===== src/rpsm_pkg.sv =====
// Purpose: Shared constants and types for the remappable pin-select matrix.
// Assumes: AXI4-Lite register access with 32-bit data, one word per register.
// Notes: Register offsets are byte addresses chosen for this block.
package rpsm_pkg;
    localparam int unsigned SEL_W = 6;
    localparam int unsigned NUM_PINS = 64;
    localparam int unsigned NUM_OUT_PINS = 12;
    localparam int unsigned NUM_FUNCS = 64;
    localparam int unsigned NUM_OUT_REGS = 6;
    localparam int unsigned ADDR_W = 8;
    localparam int unsigned REG_W = 16;
    localparam int unsigned LO_LSB = 0;
    localparam int unsigned HI_LSB = 8;
    localparam logic [ADDR_W-1:0] OFS_SPI_C_CLK_DATA = 8'h00;
    localparam logic [ADDR_W-1:0] OFS_SPI_C_SS = 8'h04;
    localparam logic [ADDR_W-1:0] OFS_OUT_BASE = 8'h10;
    localparam logic [SEL_W-1:0] IN_SEL_RESET = 6'h3F;
    localparam logic [SEL_W-1:0] OUT_SEL_RESET = 6'h00;
    localparam logic [SEL_W-1:0] OUT_SEL_NONE = 6'h00;
    localparam logic [1:0] RESP_OKAY = 2'h0;
    localparam logic [1:0] RESP_SLVERR = 2'h2;

    typedef struct packed {
        logic clk_in;
        logic data_in;
        logic ss_in;
    } rpsm_spi_in_s;

    typedef struct packed {
        logic [REG_W-1:0] data;
        logic err;
    } rpsm_rd_s;
endpackage


===== src/rpsm_sel_store.sv =====
// Purpose: Holds the twelve output-select fields, read data registered.
// Assumes: One write port and one read port, both word indexed.
// Notes: Reset clears every field so no remapped function owns a pin.
module rpsm_sel_store (
    input wire logic sys_clk,
    input wire logic rst_n,
    input wire logic clk_en,
    input wire logic wr_en,
    input wire logic [2:0] wr_idx,
    input wire logic [1:0] wr_strb,
    input wire logic [11:0] wr_data,
    input wire logic [2:0] rd_idx,
    output logic [11:0] rd_data_ff,
    output logic [rpsm_pkg::NUM_OUT_PINS*rpsm_pkg::SEL_W-1:0] sel_flat
);
    logic [rpsm_pkg::SEL_W-1:0] mem_ff [rpsm_pkg::NUM_OUT_PINS];

    genvar gi;
    generate
        for (gi = 0; gi < rpsm_pkg::NUM_OUT_PINS; gi++)
        begin : g_fld
            always_ff @(posedge sys_clk or negedge rst_n)
            begin
                if (!rst_n)
                    mem_ff[gi] <= rpsm_pkg::OUT_SEL_RESET;
                else if (clk_en && wr_en && (wr_idx == 3'(gi / 2))
                         && wr_strb[gi % 2])
                    mem_ff[gi] <= wr_data[(gi%2)*6 +: 6];
            end
            assign sel_flat[gi*6 +: 6] = mem_ff[gi];
        end
    endgenerate

    always_ff @(posedge sys_clk or negedge rst_n)
    begin
        if (!rst_n)
            rd_data_ff <= 12'h000;
        else if (clk_en && (rd_idx < 3'(rpsm_pkg::NUM_OUT_REGS)))
            rd_data_ff <= {mem_ff[{rd_idx, 1'b1}], mem_ff[{rd_idx, 1'b0}]};
    end
endmodule


===== src/rpsm_matrix.sv =====
// Purpose: Remappable pin-select matrix slice with an AXI4-Lite slave.
// Assumes: Pin and peripheral signals are synchronous to sys_clk.
// Notes: Routed signals are registered, so they lag the pins by one cycle.
// Contract
// - Clock-select field bits 13-8 routes a pin to the third port clock.
// - Data-select field bits 5-0 routes a pin to the third port data.
// - Slave-select field bits 5-0 routes a pin to slave select.
// - Reset sets input-select bits to one, clears output-select bits.
// - Unimplemented bits read back as zero in every select register.
// - Implemented bits are read and written, reads return the held value.
// - Output field value n drives its pin with peripheral output n; here value zero holds the pin low instead.
// - Six output registers, even pin at 5-0, odd pin at 13-8.
//
// Decided for this implementation: the AXI4-Lite register port and the register offsets.
module rpsm_matrix (
    input wire logic sys_clk,
    input wire logic rst_n,
    input wire logic clk_en,
    input wire logic [rpsm_pkg::NUM_PINS-1:0] pin_in,
    input wire logic [rpsm_pkg::NUM_FUNCS-1:0] periph_out,
    output rpsm_pkg::rpsm_spi_in_s spi_c_in_ff,
    output logic [rpsm_pkg::NUM_OUT_PINS-1:0] pin_out_ff,
    output logic [rpsm_pkg::NUM_OUT_PINS-1:0] pin_remap_ff,
    input wire logic [7:0] s_axi_awaddr,
    input wire logic s_axi_awvalid,
    output logic s_axi_awready,
    input wire logic [31:0] s_axi_wdata,
    input wire logic [3:0] s_axi_wstrb,
    input wire logic s_axi_wvalid,
    output logic s_axi_wready,
    output logic [1:0] s_axi_bresp,
    output logic s_axi_bvalid,
    input wire logic s_axi_bready,
    input wire logic [7:0] s_axi_araddr,
    input wire logic s_axi_arvalid,
    output logic s_axi_arready,
    output logic [31:0] s_axi_rdata,
    output logic [1:0] s_axi_rresp,
    output logic s_axi_rvalid,
    input wire logic s_axi_rready
);
    typedef enum logic [2:0] {
        RD_IDLE = 3'b001,
        RD_WAIT = 3'b010,
        RD_RESP = 3'b100
    } rpsm_rd_e;

    logic [rpsm_pkg::SEL_W-1:0] clk_sel_ff;
    logic [rpsm_pkg::SEL_W-1:0] data_sel_ff;
    logic [rpsm_pkg::SEL_W-1:0] ss_sel_ff;
    logic [7:0] aw_addr_ff;
    logic aw_held_ff;
    logic [31:0] w_data_ff;
    logic [3:0] w_strb_ff;
    logic w_held_ff;
    logic [7:0] ar_addr_ff;
    logic rd_store_ff;
    logic [15:0] rd_local_ff;
    logic rd_err_ff;
    rpsm_rd_e rd_state_ff;
    logic do_write;
    logic wr_out;
    logic [2:0] wr_idx;
    logic [2:0] rd_idx;
    logic [11:0] store_rd;
    logic [rpsm_pkg::NUM_OUT_PINS*rpsm_pkg::SEL_W-1:0] out_sel;

    // Decode an offset to an output-register index; 7 means not an output.
    function automatic logic [2:0] out_index(input logic [7:0] addr);
        logic [7:0] rel;
        rel = addr - rpsm_pkg::OFS_OUT_BASE;
        if (addr < rpsm_pkg::OFS_OUT_BASE)
            out_index = 3'h7;
        else if (rel[1:0] != 2'h0)
            out_index = 3'h7;
        else if (rel[7:2] >= 6'(rpsm_pkg::NUM_OUT_REGS))
            out_index = 3'h7;
        else
            out_index = rel[4:2];
    endfunction

    assign do_write = aw_held_ff && w_held_ff && !s_axi_bvalid;
    assign wr_idx = out_index(aw_addr_ff);
    assign wr_out = do_write && (wr_idx != 3'h7);
    assign rd_idx = out_index(ar_addr_ff);

    // Write channels are taken independently, then joined.
    always_ff @(posedge sys_clk or negedge rst_n)
    begin
        if (!rst_n)
        begin
            aw_held_ff <= 1'b0;
            aw_addr_ff <= 8'h00;
            s_axi_awready <= 1'b0;
        end
        else if (clk_en)
        begin
            s_axi_awready <= !aw_held_ff && !s_axi_awready;
            if (s_axi_awvalid && s_axi_awready)
            begin
                aw_held_ff <= 1'b1;
                aw_addr_ff <= s_axi_awaddr;
            end
            else if (do_write)
                aw_held_ff <= 1'b0;
        end
    end

    always_ff @(posedge sys_clk or negedge rst_n)
    begin
        if (!rst_n)
        begin
            w_held_ff <= 1'b0;
            w_data_ff <= 32'h0000_0000;
            w_strb_ff <= 4'h0;
            s_axi_wready <= 1'b0;
        end
        else if (clk_en)
        begin
            s_axi_wready <= !w_held_ff && !s_axi_wready;
            if (s_axi_wvalid && s_axi_wready)
            begin
                w_held_ff <= 1'b1;
                w_data_ff <= s_axi_wdata;
                w_strb_ff <= s_axi_wstrb;
            end
            else if (do_write)
                w_held_ff <= 1'b0;
        end
    end

    always_ff @(posedge sys_clk or negedge rst_n)
    begin
        if (!rst_n)
        begin
            s_axi_bvalid <= 1'b0;
            s_axi_bresp <= rpsm_pkg::RESP_OKAY;
        end
        else if (clk_en)
        begin
            if (do_write)
            begin
                s_axi_bvalid <= 1'b1;
                if (wr_out || aw_addr_ff == rpsm_pkg::OFS_SPI_C_CLK_DATA ||
                    aw_addr_ff == rpsm_pkg::OFS_SPI_C_SS)
                    s_axi_bresp <= rpsm_pkg::RESP_OKAY;
                else
                    s_axi_bresp <= rpsm_pkg::RESP_SLVERR;
            end
            else if (s_axi_bready)
                s_axi_bvalid <= 1'b0;
        end
    end

    // Input-select fields; reset to all ones selects pin 63, the last real pin.
    always_ff @(posedge sys_clk or negedge rst_n)
    begin
        if (!rst_n)
        begin
            clk_sel_ff <= rpsm_pkg::IN_SEL_RESET;
            data_sel_ff <= rpsm_pkg::IN_SEL_RESET;
            ss_sel_ff <= rpsm_pkg::IN_SEL_RESET;
        end
        else if (clk_en && do_write)
        begin
            if (aw_addr_ff == rpsm_pkg::OFS_SPI_C_CLK_DATA)
            begin
                if (w_strb_ff[1])
                    clk_sel_ff <= w_data_ff[rpsm_pkg::HI_LSB +: 6];
                if (w_strb_ff[0])
                    data_sel_ff <= w_data_ff[rpsm_pkg::LO_LSB +: 6];
            end
            else if (aw_addr_ff == rpsm_pkg::OFS_SPI_C_SS)
            begin
                if (w_strb_ff[0])
                    ss_sel_ff <= w_data_ff[rpsm_pkg::LO_LSB +: 6];
            end
        end
    end

    rpsm_sel_store u_store (
        .sys_clk(sys_clk),
        .rst_n(rst_n),
        .clk_en(clk_en),
        .wr_en(wr_out),
        .wr_idx(wr_idx),
        .wr_strb(w_strb_ff[1:0]),
        .wr_data({w_data_ff[13:8], w_data_ff[5:0]}),
        .rd_idx(rd_idx),
        .rd_data_ff(store_rd),
        .sel_flat(out_sel)
    );

    // Reads take one extra cycle so the store's registered data is ready.
    always_ff @(posedge sys_clk or negedge rst_n)
    begin
        if (!rst_n)
        begin
            rd_state_ff <= RD_IDLE;
            ar_addr_ff <= 8'h00;
            s_axi_arready <= 1'b0;
            rd_store_ff <= 1'b0;
            rd_local_ff <= 16'h0000;
            rd_err_ff <= 1'b0;
        end
        else if (clk_en)
        begin
            case (rd_state_ff)
                RD_IDLE:
                begin
                    s_axi_arready <= !s_axi_arready;
                    if (s_axi_arvalid && s_axi_arready)
                    begin
                        s_axi_arready <= 1'b0;
                        ar_addr_ff <= s_axi_araddr;
                        rd_state_ff <= RD_WAIT;
                    end
                end
                RD_WAIT:
                begin
                    rd_store_ff <= rd_idx != 3'h7;
                    rd_err_ff <= 1'b0;
                    if (ar_addr_ff == rpsm_pkg::OFS_SPI_C_CLK_DATA)
                        rd_local_ff <= {2'b00, clk_sel_ff, 2'b00, data_sel_ff};
                    else if (ar_addr_ff == rpsm_pkg::OFS_SPI_C_SS)
                        rd_local_ff <= {10'h000, ss_sel_ff};
                    else
                    begin
                        rd_local_ff <= 16'h0000;
                        rd_err_ff <= rd_idx == 3'h7;
                    end
                    rd_state_ff <= RD_RESP;
                end
                RD_RESP:
                begin
                    if (s_axi_rvalid && s_axi_rready)
                        rd_state_ff <= RD_IDLE;
                end
                default:
                    rd_state_ff <= RD_IDLE;
            endcase
        end
    end

    always_ff @(posedge sys_clk or negedge rst_n)
    begin
        if (!rst_n)
        begin
            s_axi_rvalid <= 1'b0;
            s_axi_rdata <= 32'h0000_0000;
            s_axi_rresp <= rpsm_pkg::RESP_OKAY;
        end
        else if (clk_en)
        begin
            if (rd_state_ff == RD_RESP && !s_axi_rvalid)
            begin
                s_axi_rvalid <= 1'b1;
                if (rd_store_ff)
                    s_axi_rdata <= {16'h0000, 2'b00, store_rd[11:6],
                                    2'b00, store_rd[5:0]};
                else
                    s_axi_rdata <= {16'h0000, rd_local_ff};
                s_axi_rresp <= rd_err_ff ? rpsm_pkg::RESP_SLVERR :
                               rpsm_pkg::RESP_OKAY;
            end
            else if (s_axi_rvalid && s_axi_rready)
                s_axi_rvalid <= 1'b0;
        end
    end

    // Every select value picks one of the 64 pins; reset loads all ones, idle high.
    always_ff @(posedge sys_clk or negedge rst_n)
    begin
        if (!rst_n)
            spi_c_in_ff <= '1;
        else if (clk_en)
        begin
            spi_c_in_ff.clk_in <= pin_in[clk_sel_ff];
            spi_c_in_ff.data_in <= pin_in[data_sel_ff];
            spi_c_in_ff.ss_in <= pin_in[ss_sel_ff];
        end
    end

    genvar gp;
    generate
        for (gp = 0; gp < rpsm_pkg::NUM_OUT_PINS; gp++)
        begin : g_pin
            always_ff @(posedge sys_clk or negedge rst_n)
            begin
                if (!rst_n)
                begin
                    pin_out_ff[gp] <= 1'b0;
                    pin_remap_ff[gp] <= 1'b0;
                end
                else if (clk_en)
                begin
                    // drive function n
                    // Value zero gates the function off so the pin stays low.
                    pin_out_ff[gp] <=
                        (out_sel[gp*6 +: 6] != rpsm_pkg::OUT_SEL_NONE)
                        && periph_out[out_sel[gp*6 +: 6]];
                    pin_remap_ff[gp] <=
                        out_sel[gp*6 +: 6] != rpsm_pkg::OUT_SEL_NONE;
                end
            end
        end
    endgenerate
endmodule


===== config.mk =====
export PLATFORM = sky130hd
export DESIGN_NAME = rpsm_matrix
export DESIGN_NICKNAME = d
export VERILOG_FILES = /design/src/rpsm_pkg.sv /design/src/rpsm_sel_store.sv /design/src/rpsm_matrix.sv
export SDC_FILE = /design/constraint.sdc
export NUM_CORES = 1
export LEC_CHECK = 0
export ABC_AREA = 1
export BUFFER_PORTS_ARGS = -buffer_cell sky130_fd_sc_hd__buf_4
export CORE_MARGIN = 2
export CORE_UTILIZATION = 40
export DETAILED_ROUTE_END_ITERATION = 16
export PLACE_DENSITY = 0.59
export SLEW_MARGIN = 20
export SYNTH_ARGS = -nofsm -noshare
export SYNTH_HDL_FRONTEND = slang
export SYNTH_HIERARCHICAL = 1
export SYNTH_SLANG_ARGS = --single-unit

===== constraint.sdc =====
create_clock -name sys_clk -period 4.4 [get_ports sys_clk]
set_clock_uncertainty 0.2 [all_clocks]
set_input_delay 0.22 -clock sys_clk [delete_from_list [all_inputs] [get_ports sys_clk]]
set_output_delay 0.22 -clock sys_clk [all_outputs]
set_load 0.02 [all_outputs]

## Yosys cells after proc, flatten, opt, wreduce, memory -nomap -nowiden

Index checks and enable logic that the tools add are counted.

| word-level totals | value |
|---|---|
| register bits after elaboration | 225 |
| bits in latches | 0 |
| RAM bits | 0 |
| ROM bits | 0 |
| input bits | 188 |
| output and inout bits | 68 |
| memories kept | 0 |

| cells by class | value |
|---|---|
| $add $sub $neg | 2 |
| $mul | 0 |
| divide/modulo/power cells | 0 |
| magnitude comparators | 22 |
| equal/unequal tests | 15 |
| shifts and indexed selects | 0 |
| multiplexer cells | 60 |
| bitwise gates (word level) | 3 |
| reductions and logical operators | 88 |

Operator list:

| operator | number |
|---|---|
| less-than comparator 6 x 7 -> 1 bit (second input constant) | 15 |
| binary-select mux 1 bit (select 6 bit) | 15 |
| nonzero test 6 bit | 12 |
| binary-select mux 6 bit (select 4 bit) | 2 |
| logical AND 1 bit | 43 |
| 2-to-1 mux 6 bit | 5 |
| 2-to-1 mux 1 bit | 25 |
| 2-to-1 mux 3 bit | 8 |
| AND reduction 2 bit | 10 |
| == test 8 x 3 -> 1 bit (second input constant) | 2 |
| logical NOT 8 bit | 2 |
| less-than comparator 8 x 5 -> 1 bit (second input constant) | 2 |
| 2-to-1 mux 16 bit | 1 |
| subtractor 8 x 5 -> 8 bit (second input constant) | 2 |
| 2-to-1 mux 14 bit | 1 |
| == test 3 bit (second input constant) | 4 |
| >= comparator 6 x 3 -> 1 bit (second input constant) | 2 |
| AND reduction 3 bit | 4 |
| nonzero test 2 bit | 6 |
| >= comparator 5 bit (second input constant) | 2 |
| inverter 4 -> 5 bit | 2 |
| == test 3 x 2 -> 1 bit (second input constant) | 3 |
| case mux 3 bit (3 select lines) | 1 |
| logical NOT 1 bit | 7 |
| 10 further kinds | 14 |

## Depth between registers and ports, before layout

Gate-level depths: netlist of the first run.

| depth | value |
|---|---|
| word-level depth | 10 |
| depth in mapped cells | 14 |

## Hierarchy

Netlist of the first run, hierarchy kept.

By module, submodules not included:

| module | times used | cells an instance | area an instance (um2) |
|---|---|---|---|
| rpsm_matrix | 1 | 2638 | 14554.0 |
| rpsm_sel_store | 1 | 545 | 4171.5 |

## Worst setup path after synthesis of the first run

OpenSTA, ideal clock, no wires.

| timing path | value |
|---|---|
| path type | register -> register |
| from | reg aw_addr_ff[4] |
| to | reg u_store.mem_ff, in the netlist u_store/sel_flat[27] |
| library setup time | 125 ps |
| arrival | 2206 ps |
| path slack | 1869 ps |
| cell stages (with the launch flop) | 13 |
| buffers on the path | 1 |
| clock period less this slack | 2531 ps |
| cell sequence | dfrtp_1 -> inv_1 -> ha_1 -> xor2_1 -> nor4_2 -> nand3_1 -> a21oi_1 -> nand2_2 -> nor2_4 -> nand3_1 -> buf_2 -> nand2_1 -> o21ai_1 |

| on the way | value |
|---|---|
| longest elaborated chain between the ends | 10 |
| elaborated cells between the ends (all ways) | 12 |
| classes of those cells | add/sub: 1; order compare: 2; eq/ne: 2; mux: 3; reduce/logical: 4 |

RTL lines:

| item | RTL line | text |
|---|---|---|
| start: declaration | rpsm_matrix.sv:51 | `logic [7:0] aw_addr_ff;` |
| start signal: assignment | rpsm_matrix.sv:102 | `aw_addr_ff <= s_axi_awaddr;` |
| subtractor 8 x 5 -> 8 bit | rpsm_matrix.sv:71 | `rel = addr - rpsm_pkg::OFS_OUT_BASE;` |
| >= comparator 6 x 3 -> 1 bit | rpsm_matrix.sv:76 | `else if (rel[7:2] >= 6'(rpsm_pkg::NUM_OUT_REGS))` |
| 2-to-1 mux 3 bit | rpsm_matrix.sv:76 |  |
| 2-to-1 mux 3 bit | rpsm_matrix.sv:74 | `else if (rel[1:0] != 2'h0)` |
| 2-to-1 mux 3 bit * | rpsm_matrix.sv:72 | `if (addr < rpsm_pkg::OFS_OUT_BASE)` |
| via wr_idx[1] | rpsm_matrix.sv:63 | `logic [2:0] wr_idx;` |
| inequality test 3 bit * | rpsm_matrix.sv:84 | `assign wr_out = do_write && (wr_idx != 3'h7);` |
| logical AND 1 bit * | rpsm_matrix.sv:84 |  |
| via wr_out | rpsm_matrix.sv:62 | `logic wr_out;` |
| logical AND 1 bit * (2 in series) | rpsm_sel_store.sv:26 | `else if (clk_en && wr_en && (wr_idx == 3'(gi / 2))` |
| logical AND 1 bit * | rpsm_sel_store.sv:27 | `&& wr_strb[gi % 2])` |
| end signal: indexed assignment | rpsm_sel_store.sv:25 | `mem_ff[gi] <= rpsm_pkg::OUT_SEL_RESET;` |
| end signal: indexed assignment | rpsm_sel_store.sv:28 | `mem_ff[gi] <= wr_data[(gi%2)*6 +: 6];` |
| end: declaration | rpsm_sel_store.sv:16 | `logic [rpsm_pkg::SEL_W-1:0] mem_ff [rpsm_pkg::NUM_OUT_PINS];` |

The timed path passes the listed nets; every way through them passes the cells marked *.
A chain may end at the register's enable or synchronous reset.

## Worst setup path in the final report of the first run

| timing path | value |
|---|---|
| from | reg aw_addr_ff[4] |
| to | reg u_store.mem_ff, in the netlist u_store/sel_flat[54] |

| on the way | value |
|---|---|
| longest elaborated chain between the ends | 10 |
| elaborated cells between the ends (all ways) | 12 |
| classes of those cells | add/sub: 1; order compare: 2; eq/ne: 2; mux: 3; reduce/logical: 4 |

RTL lines:

| item | RTL line |
|---|---|
| subtractor 8 x 5 -> 8 bit | rpsm_matrix.sv:71 |
| >= comparator 6 x 3 -> 1 bit | rpsm_matrix.sv:76 |
| 2-to-1 mux 3 bit | rpsm_matrix.sv:76 |
| 2-to-1 mux 3 bit | rpsm_matrix.sv:74 |
| 2-to-1 mux 3 bit * | rpsm_matrix.sv:72 |
| via wr_idx[1] | rpsm_matrix.sv:63 |
| inequality test 3 bit | rpsm_matrix.sv:84 |
| logical AND 1 bit | rpsm_matrix.sv:84 |
| logical AND 1 bit | rpsm_sel_store.sv:26 |
| logical AND 1 bit * | rpsm_sel_store.sv:26 |
| logical AND 1 bit * | rpsm_sel_store.sv:27 |

Marks and branches as above.

==> results.ini, run 1 <==
[synth]
yosys.area.top_type = dfrtp_1
synth_top_family_by_area = simple AND/OR/NAND/NOR gates
synthAdderAreaFrac = 0.00334
ys_warn_count = 6
synthMuxAreaShare = 0.00361
syn_avg_cell_area_sq_um = 5.88
synth.distinct_cells = 42
syn-cell-area_sq_um = 18700
synth_xor_area_frac = 0.000935
synth_top_area_share = 0.234
synth-seq-cells = 197
synthSimpleGateAreaFrac = 0.392
seq_area_frac_synth = 0.265
synth_cells = 3183
synthTopCellsByArea = dfrtp_1 (23%), nand2_1 (22%), nand3_1 (13%)
synth_compound_area_frac = 0.203

[sta]
fin_tns_setup_ps = 0
fin_crit_ps = 3300
finalHoldViolCount = 0
setup_viol = 0
hold-worst-slack_ps = 24.3
drv_slew = 0
relSlewSlack = 0.316
finalWorstSetupSlack_ps = 1100
fmax_mhz = 303
min_period_over_period = 0.751
rsz0062_at_grt = false
tightest_slew_ps = 1030

[worst_setup_path]
path_buf_inv = 1
crit_type = register to register
crit_path_start_kind = register
cp_cell_sequence = inv_1, ha_1, xor2_1, nor4_2, nand3_1, nor2_1, nand3_1, nand2_1, o21ai_2
crit_top_cell = nand3_1
crit_path_end_kind = register
required_ps = 4570
cpPeakStageDelay_ps = 640
crit_arrival_ps = 3470
slowest_stage = nor2_1
r2r_setup_slack_ps = 1100
crit_family = simple AND/OR/NAND/NOR gates
path_max_fanout = 12

[floorplanning]
die_h_um = 220
die-area_sq_um = 48600
die_x_um = 220
core-area_sq_um = 46400
num_io_pins = 256
initial_core_util = 0.404
fp-row-count = 79

[clock_network]
cts_resized = 0
clock_latency_ps = 500
clock_sinks = 197
cts_max_path_buffers = 2
root_buffer = clkbuf_16
cts.reportedPaths.clkPinSlew_ps = 90
cts_tree = done
htreeDepth = 4
cts_made_buffers = 17

[route]
drtPass1Iterations = 6
route.detailed.drc = 0
drt_iter0_drc = 3118
routedWlPerCell_um = 22.1
ant_nets = 0
viasPerCell = 5.84
routed_wl_um = 85100
vias = 22481

[outcome]
outcome = completed

[place]
gp_congestion = 0.981
portBuffers = 211
hpwl_um = 57400
preCtsSetupSlack_ps = 1170

[final_layout]
layout-drive-gt1-share = 0.105
synthToLayoutAreaGrowth_pct = 11.8
nNetsFinal = 3423
final_core_util = 0.452

[power]
p_clk_frac = 0.257
sw_frac_of_total = 0.405
powerDensity_nw_per_um2 = 286
leakage_nw = 9.39
p_seq_frac = 0.405
p_switching_mw = 2.43
vdd.ir_drop.worst_v = 0.000361
pwr-share-comb = 0.338
p_int_mw = 3.57

[global_routing]
grt_pass1_wl_um = 126000
grt_pass1_vias = 20115
grt_max_degree = 92
overflow = 0
grt_antenna_before_repair = 0
grt_usage = 0.349

[hold_path]
hold_path_class = input pin to asynchronous set/reset pin

[run]
maxCapViolations = 0

cell usage in the layout (no fill, tap or decap), drive strengths merged, types with 2 or more instances in the layout:
cell | netlist | layout
clkinvlp | 0 | 2
conb | 1 | 22
diode | 0 | 2
ha | 5 | 5
o22ai | 8 | 8
or2 | 3 | 3
dfrtp | 175 | 175
clkbuf | 85 | 24
dfstp | 22 | 22
o21ai | 302 | 302
a21oi | 166 | 166
inv | 296 | 299
nor2 | 136 | 136
buf | 179 | 233
clkinv | 10 | 14
nand4 | 16 | 16
dlygate4sd3 | 0 | 37
nor3 | 7 | 7
nand3 | 492 | 492
nand2 | 1098 | 1098
mux2 | 6 | 6
a21boi | 5 | 5
o211ai | 159 | 159
o221ai | 6 | 6
kinds of logic (layout without fill, tap and decap cells):
group / Yosys count / after routing
other: 1 / 24
and+or+nand+nor: 1754 / 1754
buffers and inverters: 570 / 609
muxes: 6 / 6
AOI/OAI and AO/OA: 648 / 648
DFF: 197 / 197
adders and majority gates: 5 / 5
xor gates and xnor gates: 2 / 2
cell usage after synthesis (all sizes together):
cell	n
xnor2	1
ha	5
nand4	16
nand2	1098
or2	3
nor2	136
nor4	1
clkbuf	85
dfrtp	175
xor2	1
o22ai	8
a221oi	1
clkinv	10
a21oi	166
conb	1
o211ai	159
inv	296
nand3	492
buf	179
nor3	7
a31oi	1
dfstp	22
mux2	6
o221ai	6
nand3b	1
a21boi	5
o21ai	302
path summary, 6_finish.rpt:
kind / start / to / depth (start not counted)
setup / recovery: aw_addr_ff[4] / u_store/sel_flat[54] / 9
hold / removal: rst_n / pin_remap_ff[7] / 2
setup reg to reg: aw_addr_ff[4] / u_store/sel_flat[54] / 9
hold reg to reg: spi_c_in_ff[2] / spi_c_in_ff[2] / 2
max in group asynchronous: rst_n / data_sel_ff[4] / 3
min in group sys_clk: s_axi_awvalid / aw_addr_ff[4] / 3
cell type report:
cell class / instances / area (sq um)
clock inverter: 9 / 71.3
clock buffer: 23 / 468
tap: 607 / 759
timing repair buffer: 271 / 2150
sequential: 197 / 4960
multi-input combinational: 2437 / 11400
antenna: 2 / 5.00
fill: 4888 / 25400
inverter: 306 / 1150
per-layer routing:
layer,vias to the layer above,GRT usage,part of all wire
met2,1364,0.519,0.43
met1,10356,0.474,0.41
met3,250,0.0913,0.12
met5,-,0,0
li1,10511,-,-
met4,0,0.154,0.043
stage by stage:
step	cells	total power [mW]	instance area, sq um
floorplan	3204	3.60	18800
global placement	3781	4.39	20000
detailed placement	3781	4.42	20000
CTS	3850	6.00	20900
global route	3850	6.32	20900
finish	3852	5.99	20900
timing repair:
action                    CTS  global route
hold endpoints to repair  110             0
buffers inserted            0             0
hold buffers               37             0
power by group through the flow:
stage               logic [mW]  registers [mW]  clock network (mW)
floorplan                 1.17            2.43                   0
global placement          1.94            2.45                   0
detailed placement        1.97            2.45                   0
CTS                       2.00            2.42                1.58
global route              2.22            2.46                1.64
finish                    2.03            2.43                1.54
worst register-to-register path: cells and delay by family, from the launching register on:
family | cells | cell delay [ps]
simple gates | 5 | 2040
flops | 1 | 370
fa+ha+maj | 1 | 230
xor+xnor | 1 | 150
buf+inv | 1 | 120
compound gates | 1 | 70
state kept, by name (all words and copies together) (netlist names), 2 cells and up:
register	count
u_store/sel_flat	72
pin_out_ff	12
pin_remap_ff	12
rd_local_ff	12
s_axi_rdata	12
u_store/rd_data_ff	12
w_data_ff	12
ar_addr_ff	8
aw_addr_ff	8
clk_sel_ff	6
data_sel_ff	6
ss_sel_ff	6
rd_state_ff	3
spi_c_in_ff	3
w_strb_ff	2
Power figures use the tool's default switching activity.
==> run 2, diff against run 1 <==
Settings changed: ABC_AREA 1 to 0.
Clock period 4.4 ns to 3.2 ns, I/O delays scaled along.
==> results.ini, run 2 <==
[floorplanning]
initial_core_util = 0.404  ; about the same
fp-row-count = 76  ; -3.8%
die_x_um = 212  ; -3.7%
num_io_pins = 256  ; unchanged
die-area_sq_um = 45000  ; -7.2%
core-area_sq_um = 43000  ; -7.3%
die_h_um = 212  ; -3.7%

[route]
drtPass1Iterations = 6  ; unchanged
routedWlPerCell_um = 28.9  ; +31%
viasPerCell = 6.60  ; +13%
routed_wl_um = 64600  ; -24%
ant_nets = 0  ; unchanged
drt_iter0_drc = 1941  ; -38%
vias = 14762  ; -34%
route.detailed.drc = 0  ; unchanged

[synth]
ys.flop_type = dfrtp_1
syn_avg_cell_area_sq_um = 11.6  ; +97%
synthTopCellsByArea = dfrtp_1 (25%), mux4_2 (24%), mux2_2 (11%)
seq_area_frac_synth = 0.286  ; +0.0211
synth.distinct_cells = 67  ; +60%
synth_edf_count = 0  ; unchanged
synth_cells = 1493  ; -53%
synth_commonest_cells = mux4_2 (182), mux2i_1 (179), dfrtp_1 (175)
synth-seq-cells = 197  ; unchanged
syn-cell-area_sq_um = 17300  ; -7.4%
yosys.area.top_type = dfrtp_1
synth_top_area_share = 0.252  ; +0.0186
yosysMostFrequentCell = mux4_2
ys_warn_count = 6  ; unchanged
async_reset_ff_frac = 1.00  ; unchanged

[final_layout]
mostFrequentLayoutCells = buf_4 (265), mux4_2 (182), mux2i_1 (179), dfrtp_1 (175), mux2_2 (170)
layout-drive-gt1-share = 0.426  ; +0.321
diodes = 0  ; -2
nNetsFinal = 1832  ; -46%
final_common_cell = buf_4
largest_reg_flops = 72  ; unchanged
synthToLayoutAreaGrowth_pct = 16.8

[clock_network]
clock_latency_ps = 470  ; -30 ps
cts.reportedPaths.clkPinSlew_ps = 80  ; about the same
root_buffer = clkbuf_16
htreeDepth = 4  ; unchanged
cts_tree = done
cts_max_path_buffers = 2  ; unchanged
cts_made_buffers = 17  ; unchanged
clock_sinks = 197  ; unchanged

[power]
p_total_mw = 8.48  ; +41%
vdd.ir_drop.worst_v = 0.000341  ; -5.5%
powerDensity_nw_per_um2 = 418  ; +46%
leakage_nw = 7.81  ; -17%

[sta]
relSlewSlack = 0.423  ; +0.107
fin_crit_ps = 3010  ; -292 ps
tightest_slew_ps = 866  ; -161 ps
fin_tns_setup_ps = 0  ; unchanged
finalHoldViolCount = 0  ; unchanged
finalWorstSetupSlack_ps = 188  ; -908 ps
hold-worst-slack_ps = 8.70  ; -15.6 ps
setup_viol = 0  ; unchanged
drv_slew = 0  ; unchanged
min_period_over_period = 0.941  ; +0.190
fmax_mhz = 332  ; +9.7%
rsz0062_at_grt = false

[worst_setup_path]
r2r_setup_slack_ps = 190  ; -910 ps
crit_path_end_kind = register
crit_path_start_kind = register
r2r_end = u_store/sel_flat[0]
crit_arrival_ps = 3150  ; -320 ps
crit_type = register to register
timing.rr.start = aw_addr_ff[5]
reg2regPathDepth = 12  ; +3
path_max_fanout = 6  ; -6
crit_start = aw_addr_ff[5]
required_ps = 3340  ; -1230 ps

[outcome]
outcome = completed

[global_routing]
grt_usage = 0.287  ; -0.0617
grt_pass1_vias = 14759  ; -27%
grt_pass1_wl_um = 94700  ; -25%
grt_antenna_before_repair = 2  ; +2
overflow = 0  ; unchanged
grt_max_degree = 65  ; -29%

[hold_path]
hold_path_class = input pin to asynchronous set/reset pin

[place]
portBuffers = 211  ; unchanged
preCtsSetupSlack_ps = 124  ; -1050 ps
hpwl_um = 43500  ; -24%
gp_congestion = 0.952  ; -3.0%

[run]
maxCapViolations = 0  ; unchanged

## run 2: cell types whose count changed after synthesis, sizes merged, moves of 22 or more
cell / change
o211ai: -147
a221o: +22
mux2i: +179
mux2: +170
o21ai: -288
buf: -96
clkbuf: +31
nor2: -78
mux4: +185
nand2: -1034
a21oi: -117
inv: -273
nand3: -460
nor2b: +24
## run 2: through the flow
| step | cells | instance area (sq um) | util |
|---|---|---|---|
| finish | 2237 | 20300 | 0.471 |
| global route | 2237 | 20300 | 0.471 |
| CTS | 2237 | 20300 | 0.471 |
| detailed placement | 2169 | 19300 | 0.449 |
| global placement | 2169 | 19300 | 0.449 |
| floorplan | 1514 | 17400 | - |
## run 2: worst max-delay path by stage
stage / endpoint / slack [ps]
after floorplan: u_store/sel_flat[48] / 290
after CTS: u_store/sel_flat[27] / 100
after global routing: u_store/sel_flat[13] / 7
final: u_store/sel_flat[0] / 190
after global placement: u_store/sel_flat[24] / 260
after detailed placement: u_store/sel_flat[27] / 120
## run 2: cells by family (layout without fill, tap and decap cells)
family | Yosys count | in the layout | share of synthesized area
mux | 540 | 540 | 0.460
simple gates | 291 | 291 | 0.0908
compound gates | 236 | 236 | 0.101
buf+inv | 222 | 360 | 0.0584
flops | 197 | 197 | 0.286
fa+ha+maj | 5 | 5 | 0.00361
other cells | 1 | 22 | 0.000216
xor+xnor | 1 | 1 | 0.000505
## run 2: per-layer routing
metal / vias to the layer above / share of wire / track usage
met3: 222 / 0.11 / 0.0829
met4: 2 / 0.045 / 0.125
li1: 6167 / - / -
met1: 7370 / 0.39 / 0.385
met2: 1001 / 0.45 / 0.431
met5: - / 0.00020 / 0.0100
## run 2: report_power, final
group	internal (mW)	switching, mW	leakage, nW
Sequential	2.96	0.743	2.55
Clock	1.12	1.14	0.286
Combinational	1.25	1.26	4.97
Total	5.34	3.14	7.81
## run 2: final cells by class
| class | instances | area [sq um] |
|---|---|---|
| fillers | 3988 | 22700 |
| multi-input cells | 1095 | 11500 |
| flip-flops and latches | 197 | 4960 |
| repair buffers | 305 | 2420 |
| well taps | 585 | 732 |
| clock buffers | 17 | 425 |
| clock inverters | 15 | 176 |
| inverters | 23 | 86.3 |
## run 2: critical path, stage by stage, from the launching register on
cell and delay [ps]:
dfrtp_1 420, inv_1 80, ha_1 210, o21bai_1 160, o21ai_0 150, mux2_2 180
o211ai_1 110, nor3_1 230, buf_4 170, nand2_1 180, nor4_4 240, buf_4 220
mux2_2 340
## run 2: timing repair
item                                    in CTS  in global routing
setup buffers                                0                  0
gates resized for setup                      0                  2
endpoints found under the setup margin       0                 16
hold buffers                                36                  0
endpoints found under the hold margin      184                  0
